## config.mk

```make
export PLATFORM = sky130hd
export DESIGN_NAME = serial_flash_read_engine
export DESIGN_NICKNAME = d
export VERILOG_FILES = /design/src/rtl/flash_read_pkg.sv /design/src/rtl/read_fifo.sv /design/src/rtl/serial_flash_read_engine.sv
export VERILOG_INCLUDE_DIRS = /design/src /design/src/rtl
export SDC_FILE = /design/constraint.sdc
export NUM_CORES = 2
export LEC_CHECK = 0
export ABC_AREA = 0
export BUFFER_PORTS_ARGS = -buffer_cell sky130_fd_sc_hd__buf_2
export CAP_MARGIN = 20
export CORE_MARGIN = 10
export CORE_UTILIZATION = 57
export CTS_CLUSTER_DIAMETER = 30
export DETAILED_ROUTE_END_ITERATION = 8
export MAX_ROUTING_LAYER = met4
export PLACE_DENSITY = 0.76
export SYNTH_ARGS = -nofsm -noshare
export SYNTH_HDL_FRONTEND = slang
export SYNTH_SLANG_ARGS = --single-unit
```

## constraint.sdc

```tcl
create_clock -name ref_clk -period 5.1 [get_ports ref_clk]
set_clock_uncertainty 0.15 [all_clocks]
set_input_delay 0.255 -clock ref_clk [delete_from_list [all_inputs] [get_ports ref_clk]]
set_output_delay 0.255 -clock ref_clk [all_outputs]
set_load 0.01 [all_outputs]
```

## src/rtl/flash_read_defines.svh

```systemverilog
// Constants of the serial flash read engine: opcodes, widths and counts.
`ifndef FLASH_READ_DEFINES_SVH
`define FLASH_READ_DEFINES_SVH

// ----------------------------------------------------------------------
// Read opcodes
// ----------------------------------------------------------------------
`define FR_OP_READ      8'h03
`define FR_OP_FAST      8'h0B
`define FR_OP_DUAL_OUT  8'h3B
`define FR_OP_QUAD_OUT  8'h6B
`define FR_OP_DUAL_IO   8'hBB
`define FR_OP_QUAD_IO   8'hEB

// ----------------------------------------------------------------------
// Field sizes in bits and lane widths in bits per clock
// ----------------------------------------------------------------------
`define FR_OPC_BITS     6'h08
`define FR_ADDR_BITS    6'h18
`define FR_MODE_BITS    6'h08
`define FR_BYTE_BITS    4'h8
`define FR_W1           3'h1
`define FR_W2           3'h2
`define FR_W4           3'h4

// ----------------------------------------------------------------------
// Dummy clock counts and mode key
// ----------------------------------------------------------------------
`define FR_SPI_DUMMY    4'h8
`define FR_QIO_DUMMY    4'h4
`define FR_NO_DUMMY     4'h0
`define FR_QPI_MODE_CLK 4'h2
`define FR_CONT_KEY     2'h2
`define FR_RP_RESET     2'h0

// ----------------------------------------------------------------------
// Lane drive patterns (enable is low while driving)
// ----------------------------------------------------------------------
`define FR_LANES_OFF    4'hF
`define FR_MASK_W1      4'hD
`define FR_MASK_W2      4'hC
`define FR_MASK_W4      4'h0

`endif

```

## src/rtl/flash_read_pkg.sv

```systemverilog
// Types shared by the serial flash read engine and its bench.
package flash_read_pkg;

   // Phases of one chip-select frame.
   typedef enum logic [2:0]
   {
      ST_IDLE,
      ST_OPCODE,
      ST_ADDR,
      ST_MODE,
      ST_DUMMY,
      ST_DATA,
      ST_IGNORE
   } phase_t;

   // Shape of a decoded read command.
   typedef struct packed
   {
      logic       valid;   // Command accepted.
      logic [2:0] addrW;   // Address bits per clock.
      logic       modeOn;  // Continuous-read bits follow the address.
      logic [3:0] dummy;   // Dummy clocks before data.
      logic [2:0] dataW;   // Data bits per clock.
   } read_cmd_t;

   // Output side of the four IO lanes.
   typedef struct packed
   {
      logic [3:0] value;   // Level driven on each lane.
      logic [3:0] enN;     // Low while the lane is driven.
   } lane_drive_t;

endpackage

```

## src/rtl/read_fifo.sv

```systemverilog
// Synchronous FIFO between the array fetcher and the output shifter.
`timescale 1ns/100ps

module read_fifo #(
   parameter int WIDTH = 8,
   parameter int DEPTH = 16
)
(
   // Clock, reset and flush
   input  wire logic             clk,
   input  wire logic             rst,
   input  wire logic             flush,
   // Filling side
   input  wire logic             inValid,
   output logic                  inReady,
   input  wire logic [WIDTH-1:0] inData,
   // Draining side
   output logic                  outValid,
   input  wire logic             outReady,
   output logic [WIDTH-1:0]      outData
);

   localparam int PW = $clog2(DEPTH);

   // -------------------------------------------------------------------
   // Storage and pointers
   // -------------------------------------------------------------------
   logic [WIDTH-1:0] store [DEPTH];   // Word storage.
   logic [PW-1:0]    wrPtr;           // Next slot to write.
   logic [PW-1:0]    rdPtr;           // Next slot to read.
   logic [PW:0]      fill;            // Words held.

   wire push = inValid & inReady;
   wire pop  = outValid & outReady;

   // Full and empty come straight from the word count.
   assign inReady  = (fill != (PW+1)'(DEPTH)) & ~flush;
   assign outValid = (fill != '0) & ~flush;
   assign outData  = store[rdPtr];

   // Pointer and count update; a flush empties the FIFO at once.
   always_ff @(posedge clk)
   begin
      if (rst | flush)
      begin
         wrPtr <= '0;
         rdPtr <= '0;
         fill  <= '0;
      end
      else
      begin
         wrPtr <= push ? PW'(wrPtr + 1'b1) : wrPtr;
         rdPtr <= pop ? PW'(rdPtr + 1'b1) : rdPtr;
         fill  <= (PW+1)'(fill + push - pop);
      end
   end

   // Word write.
   always_ff @(posedge clk)
   begin
      if (push)
      begin
         store[wrPtr] <= inData;
      end
   end

endmodule

```

## src/rtl/serial_flash_read_engine.sv

```systemverilog
// Read-command engine of a serial NOR flash on the serial clock pins.
`timescale 1ns/100ps
`include "flash_read_defines.svh"

// How it works
// - Single read: opcode 03h, 24-bit address, MSB first.
// - Opcode and address sampled on rising clock.
// - Data driven MSB first on falling edges.
// - Address increments per byte until chip select rises.
// - Reads ignored while a write cycle runs.
// - Plain read refused in four-lane command mode.
// - Fast read adds eight dummy clocks outside four-lane mode.
// - Four-lane fast read dummy from select field.
// - Dummy select resets to two clocks.
// - Dual output read: eight dummies, two lanes.
// - Quad output read needs quad lane enable.
// - Dual IO read: address and data two lanes.
// - Eight continuous-read bits follow the address.
// - Select 10 lets next dual access skip opcode.
// - Quad IO read: four lanes, four dummies outside four-lane mode.
// - Quad IO read needs quad lane enable.
// - Select 10 lets next quad access skip opcode.
// - Four-lane mode: opcode two clocks, address six.
// - Busy status follows the write cycle.
module serial_flash_read_engine #(
   parameter int MEM_BYTES  = 256,
   parameter int FIFO_DEPTH = 16
)
(
   // Clock and reset
   input  wire logic                      ref_clk,
   input  wire logic                      rst,
   // Serial link pins
   input  wire logic                      csN,
   input  wire logic                      serialClock,
   input  wire logic [3:0]                laneIn,
   output flash_read_pkg::lane_drive_t    laneDrive,
   // Status and configuration
   input  wire logic                      writeCycleActive,
   input  wire logic                      quadLaneEnable,
   input  wire logic                      fourLaneCommandMode,
   input  wire logic [1:0]                dummySelectIn,
   input  wire logic                      dummySelectLoad,
   input  wire logic                      readParamReset,
   output logic                           busyStatus,
   output logic                           contReadActive,
   // Array load port
   input  wire logic                      memWrite,
   input  wire logic [$clog2(MEM_BYTES)-1:0] memAddr,
   input  wire logic [7:0]                memData
);
   import flash_read_pkg::*;
   localparam int AW = $clog2(MEM_BYTES);

   // -------------------------------------------------------------------
   // Functions
   // -------------------------------------------------------------------
   // Shifts one clock's worth of input bits into the collector.
   function automatic logic [31:0] shiftBits(input logic [31:0] sh,
                                             input logic [2:0]  w,
                                             input logic [3:0]  lanes);
      unique case (w)
         `FR_W2:  shiftBits = {sh[29:0], lanes[1:0]};
         `FR_W4:  shiftBits = {sh[27:0], lanes};
         default: shiftBits = {sh[30:0], lanes[0]};
      endcase
   endfunction
   // Places the top bits of a byte on the lanes for a data width.
   function automatic lane_drive_t placeBits(input logic [7:0] b,
                                             input logic [2:0] w);
      unique case (w)
         `FR_W2:  placeBits = '{value: {2'h0, b[7:6]}, enN: `FR_MASK_W2};
         `FR_W4:  placeBits = '{value: b[7:4], enN: `FR_MASK_W4};
         default: placeBits = '{value: {2'h0, b[7], 1'h0},
                                enN: `FR_MASK_W1};
      endcase
   endfunction
   // Decodes an opcode into the shape of its read command.
   function automatic read_cmd_t decodeCmd(input logic [7:0] op,
                                           input logic       four_lane_command_mode,
                                           input logic       qe,
                                           input logic       busy,
                                           input logic [1:0] sel);
      logic [3:0] qpiDummy;
      qpiDummy  = 4'({1'h0, sel, 1'h0} + 4'h2);
      decodeCmd = '{valid: 1'h0, addrW: `FR_W1, modeOn: 1'h0,
                    dummy: `FR_NO_DUMMY, dataW: `FR_W1};
      unique case (op)
         `FR_OP_READ: decodeCmd.valid = ~four_lane_command_mode;
         `FR_OP_FAST:
         begin
            decodeCmd.valid = 1'h1;
            decodeCmd.dummy = four_lane_command_mode ? qpiDummy : `FR_SPI_DUMMY;
            decodeCmd.addrW = four_lane_command_mode ? `FR_W4 : `FR_W1;
            decodeCmd.dataW = four_lane_command_mode ? `FR_W4 : `FR_W1;
         end
         `FR_OP_DUAL_OUT:
         begin
            decodeCmd.valid = ~four_lane_command_mode;
            decodeCmd.dummy = `FR_SPI_DUMMY;
            decodeCmd.dataW = `FR_W2;
         end
         `FR_OP_QUAD_OUT:
         begin
            decodeCmd.valid = ~four_lane_command_mode & qe;
            decodeCmd.dummy = `FR_SPI_DUMMY;
            decodeCmd.dataW = `FR_W4;
         end
         `FR_OP_DUAL_IO:
         begin
            decodeCmd.valid  = ~four_lane_command_mode;
            decodeCmd.addrW  = `FR_W2;
            decodeCmd.modeOn = 1'h1;
            decodeCmd.dataW  = `FR_W2;
         end
         `FR_OP_QUAD_IO:
         begin
            decodeCmd.valid  = qe;
            decodeCmd.addrW  = `FR_W4;
            decodeCmd.modeOn = 1'h1;
            decodeCmd.dummy  = four_lane_command_mode ? 4'(qpiDummy - `FR_QPI_MODE_CLK)
                                   : `FR_QIO_DUMMY;
            decodeCmd.dataW  = `FR_W4;
         end
         default: decodeCmd.valid = 1'h0;
      endcase
      decodeCmd.valid = decodeCmd.valid & ~busy;
   endfunction

   // -------------------------------------------------------------------
   // Pin synchronisers
   // -------------------------------------------------------------------
   logic [1:0] csPipe;     // Chip select, two stages.
   logic [2:0] sclkPipe;   // Serial clock, two stages plus edge history.
   logic [3:0] laneMeta;   // Lanes, first stage.
   logic [3:0] laneSync;   // Lanes, second stage.
   // Chip select, serial clock and lanes pass two flip-flops before any logic reads them.
   always_ff @(posedge ref_clk)
   begin
      if (rst)
      begin
         csPipe   <= 2'h3;
         sclkPipe <= 3'h0;
         laneMeta <= 4'h0;
         laneSync <= 4'h0;
      end
      else
      begin
         csPipe   <= {csPipe[0], csN};
         sclkPipe <= {sclkPipe[1:0], serialClock};
         laneMeta <= laneIn;
         laneSync <= laneMeta;
      end
   end
   wire csHigh   = csPipe[1];
   wire sclkRise = sclkPipe[1] & ~sclkPipe[2];
   wire sclkFall = ~sclkPipe[1] & sclkPipe[2];

   // -------------------------------------------------------------------
   // Command state
   // -------------------------------------------------------------------
   phase_t      phase;        // Frame phase.
   read_cmd_t   cmd;          // Current command shape.
   logic [7:0]  contOpcode;   // Opcode reused in continuous-read mode.
   logic        contMode;     // Next frame skips the opcode.
   logic [31:0] shiftIn;      // Input bit collector.
   logic [5:0]  bitCnt;       // Bits collected in this phase.
   logic [3:0]  dummyLeft;    // Dummy clocks still to come.
   logic [1:0]  readParam;    // Four-lane dummy select.
   logic [23:0] fetchAddr;    // Next array address to prefetch.
   logic        fetchOn;      // Prefetcher running.
   logic [7:0]  outByte;      // Byte being shifted out.
   logic [3:0]  outBitsLeft;  // Bits of outByte not yet driven.
   // Bits per clock of the phase in progress.
   wire [2:0] opW    = fourLaneCommandMode ? `FR_W4 : `FR_W1;
   wire [2:0] curW   = (phase == ST_OPCODE) ? opW : cmd.addrW;
   wire [31:0] nextShift = shiftBits(shiftIn, curW, laneSync);
   wire [5:0] cntNext    = 6'(bitCnt + {3'h0, curW});
   wire read_cmd_t opCmd = decodeCmd(nextShift[7:0], fourLaneCommandMode,
                                     quadLaneEnable, busyStatus, readParam);
   wire read_cmd_t contCmd = decodeCmd(contOpcode, fourLaneCommandMode,
                                       quadLaneEnable, busyStatus, readParam);
   wire phase_t afterAddr = cmd.modeOn ? ST_MODE :
                            (cmd.dummy != `FR_NO_DUMMY) ? ST_DUMMY :
                            ST_DATA;
   wire phase_t afterMode = (cmd.dummy != `FR_NO_DUMMY) ? ST_DUMMY :
                            ST_DATA;

   // -------------------------------------------------------------------
   // Data path: array, prefetcher and FIFO
   // -------------------------------------------------------------------
   logic [7:0] mem [MEM_BYTES];   // Array contents.
   wire        fifoInReady;       // FIFO can take a byte.
   wire        fifoOutValid;      // FIFO holds a byte.
   wire [7:0]  fifoOutData;       // Oldest byte.
   wire        needByte = (phase == ST_DATA) & sclkFall &
                          (outBitsLeft == 4'h0);
   wire        fetchPush = fetchOn & fifoInReady;
   // Array load port.
   always_ff @(posedge ref_clk)
   begin
      if (memWrite)
         mem[memAddr] <= memData;
   end
   // The FIFO is flushed whenever chip select is high.
   read_fifo #(.WIDTH(8), .DEPTH(FIFO_DEPTH)) u_fifo
   (
      .clk      (ref_clk),
      .rst      (rst),
      .flush    (csHigh),
      .inValid  (fetchOn),
      .inReady  (fifoInReady),
      .inData   (mem[fetchAddr[AW-1:0]]),
      .outValid (fifoOutValid),
      .outReady (needByte),
      .outData  (fifoOutData)
   );

   // Prefetcher walks the array while the FIFO has room.
   always_ff @(posedge ref_clk)
   begin
      if (rst | csHigh)
         fetchOn <= 1'h0;
      else if (phase == ST_ADDR && sclkRise && cntNext == `FR_ADDR_BITS)
      begin
         fetchOn   <= 1'h1;
         fetchAddr <= nextShift[23:0];
      end
      else if (fetchPush)
         fetchAddr <= 24'(fetchAddr + 1'b1);
   end

   // -------------------------------------------------------------------
   // Status and configuration
   // -------------------------------------------------------------------
   // Busy mirror and four-lane dummy select.
   always_ff @(posedge ref_clk)
   begin
      if (rst | readParamReset)
         readParam <= `FR_RP_RESET;
      else if (dummySelectLoad)
         readParam <= dummySelectIn;
      busyStatus <= rst ? 1'h0 : writeCycleActive;
   end
   // The continuous-read flag leaves straight from its flip-flop.
   assign contReadActive = contMode;

   // -------------------------------------------------------------------
   // Command sequencer on rising serial clock edges
   // -------------------------------------------------------------------
   always_ff @(posedge ref_clk)
   begin
      if (rst)
      begin
         phase    <= ST_IDLE;
         contMode <= 1'h0;
         bitCnt   <= 6'h00;
         shiftIn  <= 32'h0;
      end
      else if (csHigh)
      begin
         phase  <= ST_IDLE;
         bitCnt <= 6'h00;
      end
      else if (phase == ST_IDLE)
      begin
         // A frame starts; continuous mode goes straight to the address.
         cmd   <= contCmd;
         phase <= !contMode ? ST_OPCODE :
                  contCmd.valid ? ST_ADDR : ST_IGNORE;
      end
      else if (sclkRise)
      begin
         shiftIn <= nextShift;
         bitCnt  <= cntNext;
         unique case (phase)
            ST_OPCODE:
            if (cntNext == `FR_OPC_BITS)
            begin
               cmd        <= opCmd;
               contOpcode <= nextShift[7:0];
               bitCnt     <= 6'h00;
               phase      <= opCmd.valid ? ST_ADDR : ST_IGNORE;
            end
            ST_ADDR:
            if (cntNext == `FR_ADDR_BITS)
            begin
               bitCnt    <= 6'h00;
               dummyLeft <= cmd.dummy;
               phase     <= afterAddr;
            end
            ST_MODE:
            if (cntNext == `FR_MODE_BITS)
            begin
               contMode <= nextShift[5:4] == `FR_CONT_KEY;
               phase    <= afterMode;
            end
            ST_DUMMY:
            begin
               dummyLeft <= 4'(dummyLeft - 1'b1);
               if (dummyLeft == 4'h1)
                  phase <= ST_DATA;
            end
            ST_DATA, ST_IGNORE, ST_IDLE: bitCnt <= 6'h00;
         endcase
      end
   end

   // -------------------------------------------------------------------
   // Output shifter on falling serial clock edges
   // -------------------------------------------------------------------
   always_ff @(posedge ref_clk)
   begin
      if (rst | csHigh | phase != ST_DATA)
      begin
         laneDrive   <= '{value: 4'h0, enN: `FR_LANES_OFF};
         outBitsLeft <= 4'h0;
         outByte     <= 8'h00;
      end
      else if (needByte && fifoOutValid)
      begin
         laneDrive   <= placeBits(fifoOutData, cmd.dataW);
         outByte     <= 8'(fifoOutData << cmd.dataW);
         outBitsLeft <= 4'(`FR_BYTE_BITS - {1'h0, cmd.dataW});
      end
      else if (sclkFall && outBitsLeft != 4'h0)
      begin
         laneDrive   <= placeBits(outByte, cmd.dataW);
         outByte     <= 8'(outByte << cmd.dataW);
         outBitsLeft <= 4'(outBitsLeft - {1'h0, cmd.dataW});
      end
   end
endmodule

```

Word level (Yosys, flattened, before mapping)
Memory sizes are Yosys's and may differ from the RTL's. A register that Yosys moved wholly into a read port is not among the register bits.
Index checks and enable logic that the tools add are counted.
- mux-type cells: 53
- add/subtract/negate cells: 11
- reductions and logical operators: 36
- shift-type cells: 2
- equal/unequal tests: 33
- bitwise operators: 22
- operator list (kind ; count):
    2-to-1 mux 24 bit ; 2
    case mux 24 bit (2 select lines) ; 1
    2-to-1 mux 11 bit ; 4
    2-to-1 mux 8 bit ; 5
    2-to-1 mux 3 bit ; 12
    case mux 3 bit (3 select lines) ; 4
    equality test 8 bit (second input constant) ; 4
    case mux 8 bit (2 select lines) ; 2
    2-to-1 mux 4 bit ; 7
    adder 24 x 1 -> 24 bit (second input constant) ; 1
    case mux 4 bit (3 select lines) ; 2
    case mux 6 bit (3 select lines) ; 1
    AND reduction 6 bit ; 3
    OR reduction 2 bit ; 9
    equality test 8 x 2 -> 1 bit (second input constant) ; 2
    equality test 8 x 4 -> 1 bit (second input constant) ; 2
    equality test 8 x 6 -> 1 bit (second input constant) ; 2
    equality test 8 x 7 -> 1 bit (second input constant) ; 2
    left shift 8 x 3 -> 8 bit ; 2
    equality test 3 bit (second input constant) ; 5
    equality test 3 x 2 -> 1 bit (second input constant) ; 4
    2-to-1 mux 6 bit ; 2
    case mux 3 bit (4 select lines) ; 1
    nonzero test 2 bit ; 6
    other kinds (33) ; 72
- memories: 2
- input port bits: 32
- output and inout bits: 10
- word-level logic and storage cells: 184
- register bits after elaboration: 130
- memory bits (writable): 2176
- memories (memory ; depth ; bits a word ; read ports ; clocked after memory_dff ; write ports ; line ; source):
    mem ; 256 ; 8 ; 1 ; 1 ; 1 ; serial_flash_read_engine.sv:192 ; logic [7:0] mem [MEM_BYTES];
    u_fifo.store ; 16 ; 8 ; 1 ; 1 ; 1 ; read_fifo.sv:28 ; logic [WIDTH-1:0] store [DEPTH];

Logic depth before layout (Yosys ltp)
- depth after elaboration: 13
- gate-level depth with buffers: 16
- gate-level depth less buffers: 15

By module
A second synthesis with hierarchy kept.
- cells, all modules: 4401
- area total of the unflattened synthesis: 89075.4 µm²
- by module, submodules not included (module ; sequential area each (µm²) ; cells an instance ; area an instance (µm²) ; instances):
    serial_flash_read_engine ; 63621.0 ; 4090 ; 83232.3 ; 1
    read_fifo ; 4184.0 ; 311 ; 5843.1 ; 1

Worst setup path after synthesis
OpenSTA, ideal clock, no wires.
- kind: register to register
- start point: reg phase[1]
- end point: reg cmd[0] (netlist bit) (enable)
- required time: 4.516 ns
- setup time: 0.434 ns
- slack: 0.126 ns
- path buffers: 4
- period minus slack after synthesis: 4.974 ns
- data arrival time: 4.390 ns
- cell stages (with the launch flop): 14
- cells stage by stage: dfxtp_1 buf_6 or3b_1 buf_6 buf_2 a21o_1 ha_1 clkbuf_1 nand2_1 o311ai_0 nand2_1 nor2_1 nand2_1 a2111oi_0
- cells in the longest elaborated chain, start to end: 6
- elaborated cells between the ends (all ways): 9
- those cells by class: add/sub: 1; eq/ne: 2; mux: 1; reduce/logical: 5
- ends and longest elaborated chain (what ; line ; source):
    start, declared ; serial_flash_read_engine.sv:162 ; phase_t phase;
    start signal, assigned ; serial_flash_read_engine.sv:269 ; phase <= !contMode ? ST_OPCODE :
    start signal, assigned ; serial_flash_read_engine.sv:283 ; phase <= opCmd.valid ? ST_ADDR : ST_IGNORE;
    start signal, assigned ; serial_flash_read_engine.sv:290 ; phase <= afterAddr;
    equality test 3 x 1 -> 1 bit ; serial_flash_read_engine.sv:176, serial_flash_read_engine.sv:276 ;
    2-to-1 mux 3 bit ; serial_flash_read_engine.sv:176 ; wire [2:0] curW = (phase == ST_OPCODE) ? opW : cmd.addrW;
    adder 6 x 3 -> 6 bit ; serial_flash_read_engine.sv:178 ; wire [5:0] cntNext = 6'(bitCnt + {3'h0, curW});
    equality test 6 x 4 -> 1 bit (no line) ; - ;
    nonzero test 2 bit (no line) ; - ;
    AND reduction 5 bit (no line) * ; - ;
    end signal, assigned ; serial_flash_read_engine.sv:268 ; cmd <= contCmd;
    end signal, assigned ; serial_flash_read_engine.sv:280 ; cmd <= opCmd;
    end, declared ; serial_flash_read_engine.sv:163 ; read_cmd_t cmd;
Every way passes the cells marked *; elsewhere a longest branch is shown, timed or not.
A chain may end at the register's enable or synchronous reset.

==> flow_summary.yaml <==
yosys:
  synth_top_family_by_area: "multiplexers"
  async_reset_ff_frac: 0
  avgSynthCellArea_um2: 20.3
  synth_xor_area_frac: 0.00266
  synth_top_area_cell: "edfxtp_1"
  ys_warn_count: 0
  synth_area_um2: 89000
  ys_seq_area_frac: 0.762
  synth_nets: 4448
  synth-edff-count: 2206
  synthAdderAreaFrac: 0.00354
  ys_types: 83
  ys_ff_latch: 2284
  synth_compound_area_frac: 0.0428
  synth_top_area_share: 0.744
  synthTopCellsByArea: "edfxtp_1 (74%), mux4_2 (14%), dfxtp_1 (1.8%)"
  yosys.area_share.simple: 0.0327
  netlist_instances: 4392
  synthFlopType: "edfxtp_1"
  muxShareOfSynthArea: 0.143
critical_path:
  cp.required_ps: 5580
  worstSetupPathType: "reg -> reg"
  crit_path_end_kind: "register"
  cp-start-kind: "register"
  reg2reg_slack_ps: 460
  crit_arrival_ps: 5120
  cp_max_fo: 36
finish:
  utilization: 0.694
  seq_area_um2: 67800
  fillers: 8574
  fin_nets: 4889
  multi_input_area_um2: 20000
  drive_above_1_share: 0.295
  synthToLayoutAreaGrowth_pct: 20.5
cts:
  insertion_delay_ps: 970
  cts_tree: "done"
  ctsResizeCount: 0
  clock_sinks: 2284
  clk_path_buf_depth: 4
  clkTransAtPathRegs_ps: 60
  root_buffer: "clkbuf_16"
  numCtsBuffers: 414
  cts_max_level: 5
flow_run:
  maxCapViolations: 0
placed_design:
  dpl.hpwl_mm: 120
  io_buffers: 41
  place_congestion: 0.847
route:
  drt_first_pass_iters: 6
  drt_iter0_drc: 7610
  drt-total-wl_mm: 237
  drc: 0
  via_per_inst: 6.81
  via_count: 49100
  avgRoutedWirePerCell_um: 32.9
  ant_nets: 0
timing:
  worstMarginPinSlew_ps: 1240
  period_share: 0.910
  relSlewSlack: 0.172
  finalMaxSlewViolations: 0
  finalWorstPathRequiredPeriod_ps: 4640
  hold_viol: 2
  rsz0062_at_grt: "no"
  fin_tns_setup_ps: 0
  worst_hold_slack_ps: -21.1
  setup_viol: 0
  maxClockFrequency_mhz: 215
floorplan:
  io_pins: 42
  core-area_um2: 155000
  die-area_um2: 172000
  rows: 144
  initial_core_util: 0.576
  die_x_um: 415
  die_h_um: 415
power:
  peakVddDrop_v: 0.000385
  p_leak_nw: 34.5
  powerDensity_nw_per_um2: 456
  finalPower_mw: 48.9
outcome:
  violations: "hold timing"
  status: "finished, violations left"
global_routing:
  antenna_found_initial: 11
  track_usage: 0.281
  overflow: 0
  grt_pass1_vias: 50600
  grt_pass1_wl_mm: 351
  grt_max_degree: 201
hold_path:
  hp-class: "in -> reg"
==> cell usage in the layout, fill, tap and decap left out, types with 39 or more instances in the layout <==
master         count
nor2_1           360
mux4_2           545
nand2_1           87
a22oi_1          141
edfxtp_1        2206
a21oi_1           97
a22o_1            64
clkinvlp_4        45
bufinv_16         60
dlygate4sd3_1     39
clkinv_2          49
buf_4            196
dfxtp_1           75
a221oi_1          65
clkbuf_16        420
clkinv_1          51
==> where the power goes <==
group	switching [mW]	internal (mW)	leakage, nW	total (mW)
logic	0.423	0.0792	7.27	0.502
clock network	9.63	18.2	6.77	27.8
registers	0.0184	20.6	20.5	20.6
==> synth_stat cells (28+ instances only) <==
cell / number
edfxtp_1: 2206
mux4_2: 545
nor2_1: 361
clkbuf_1: 188
a22oi_1: 141
a21oi_1: 97
nand2_1: 87
dfxtp_1: 78
a221oi_1: 65
a22o_1: 64
buf_2: 48
buf_1: 38
o21ai_0: 38
nand3_1: 37
nor2b_1: 36
nor3_1: 33
inv_1: 28
==> worst paths after layout <==
kind                                      startpoint                            to  cells after the start
worst min register to register  csPipe[0]$_SDFF_PP1_          csPipe[1]$_SDFF_PP1_                      1
worst max-delay path                        register  u_fifo.store[4][6]$_DFFE_PP_                     10
worst min-delay path                      memData[3]         mem[136][3]$_DFFE_PP_                      1
worst max register to register              register  u_fifo.store[4][6]$_DFFE_PP_                     10
==> stage by stage <==
stage | cells | setup WS (ps) | instance area [um2]
after floorplan | 4392 | 126 | 89000
after global placement | 6413 | 510 | 92700
after detailed placement | 6417 | 815 | 92700
after CTS | 7201 | 618 | 107000
after global routing | 7211 | 404 | 107000
final | 7212 | 457 | 107000
==> final cells by class <==
| type | instances | share of cell area |
|---|---|---|
| Sequential cell | 2284 | 0.632 |
| Multi-Input combinational cell | 1800 | 0.187 |
| Clock buffer | 451 | 0.0993 |
| Clock inverter | 294 | 0.0318 |
| Timing Repair Buffer | 302 | 0.0247 |
| Tap cell | 2044 | 0.0238 |
| Inverter | 31 | 0.00109 |
| Antenna cell | 6 | 0.000140 |
==> worst max-delay path: stages (launching register included) <==
cell	delay, ps
dfxtp_4	520
buf_12	330
buf_4	400
mux4_2	600
a22oi_1	340
a21oi_1	130
nor2_1	640
o221ai_1	370
a22oi_1	310
o221ai_1	230
buf_4	260
==> sequential cells by signal (all words and copies together), names as in the netlist, 2 cells and up, named ones only <==
| name | count |
|---|---|
| laneMeta | 4 |
| csPipe | 2 |
| mem | 2048 |
| bitCnt | 6 |
| u_fifo.store | 128 |
| u_fifo.wrPtr | 4 |
| dummyLeft | 4 |
| contOpcode | 8 |
| laneSync | 4 |
| laneDrive | 7 |
| outBitsLeft | 4 |
| fetchAddr | 8 |
| u_fifo.fill | 5 |
| cmd | 10 |
| sclkPipe | 3 |
| outByte | 8 |
| shiftIn | 7 |
| phase | 3 |
| u_fifo.rdPtr | 4 |
| readParam | 2 |
==> what timing repair did <==
action                                 4_1_cts  5_1_grt
endpoints found under the hold margin      320        0
buffers inserted                             0        0
hold buffers                                39        0
==> cell families after synthesis <==
kind of cell | count (synthesis)
AND/OR/NAND/NOR | 644
AO/OA/AOI/OAI | 520
multiplexers | 585
adder cells (fa/ha/maj) | 24
buffers and inverters | 308
XOR/XNOR | 27
flip-flops | 2284
==> per-layer routing <==
layer	routed length [um]	share of wire	global-route usage
met1	81900	0.35	0.354
met2	116000	0.49	0.443
met3	26700	0.11	0.0620
met4	12100	0.051	0.126
met5	0	0	-
Power figures use the tool's default switching activity.
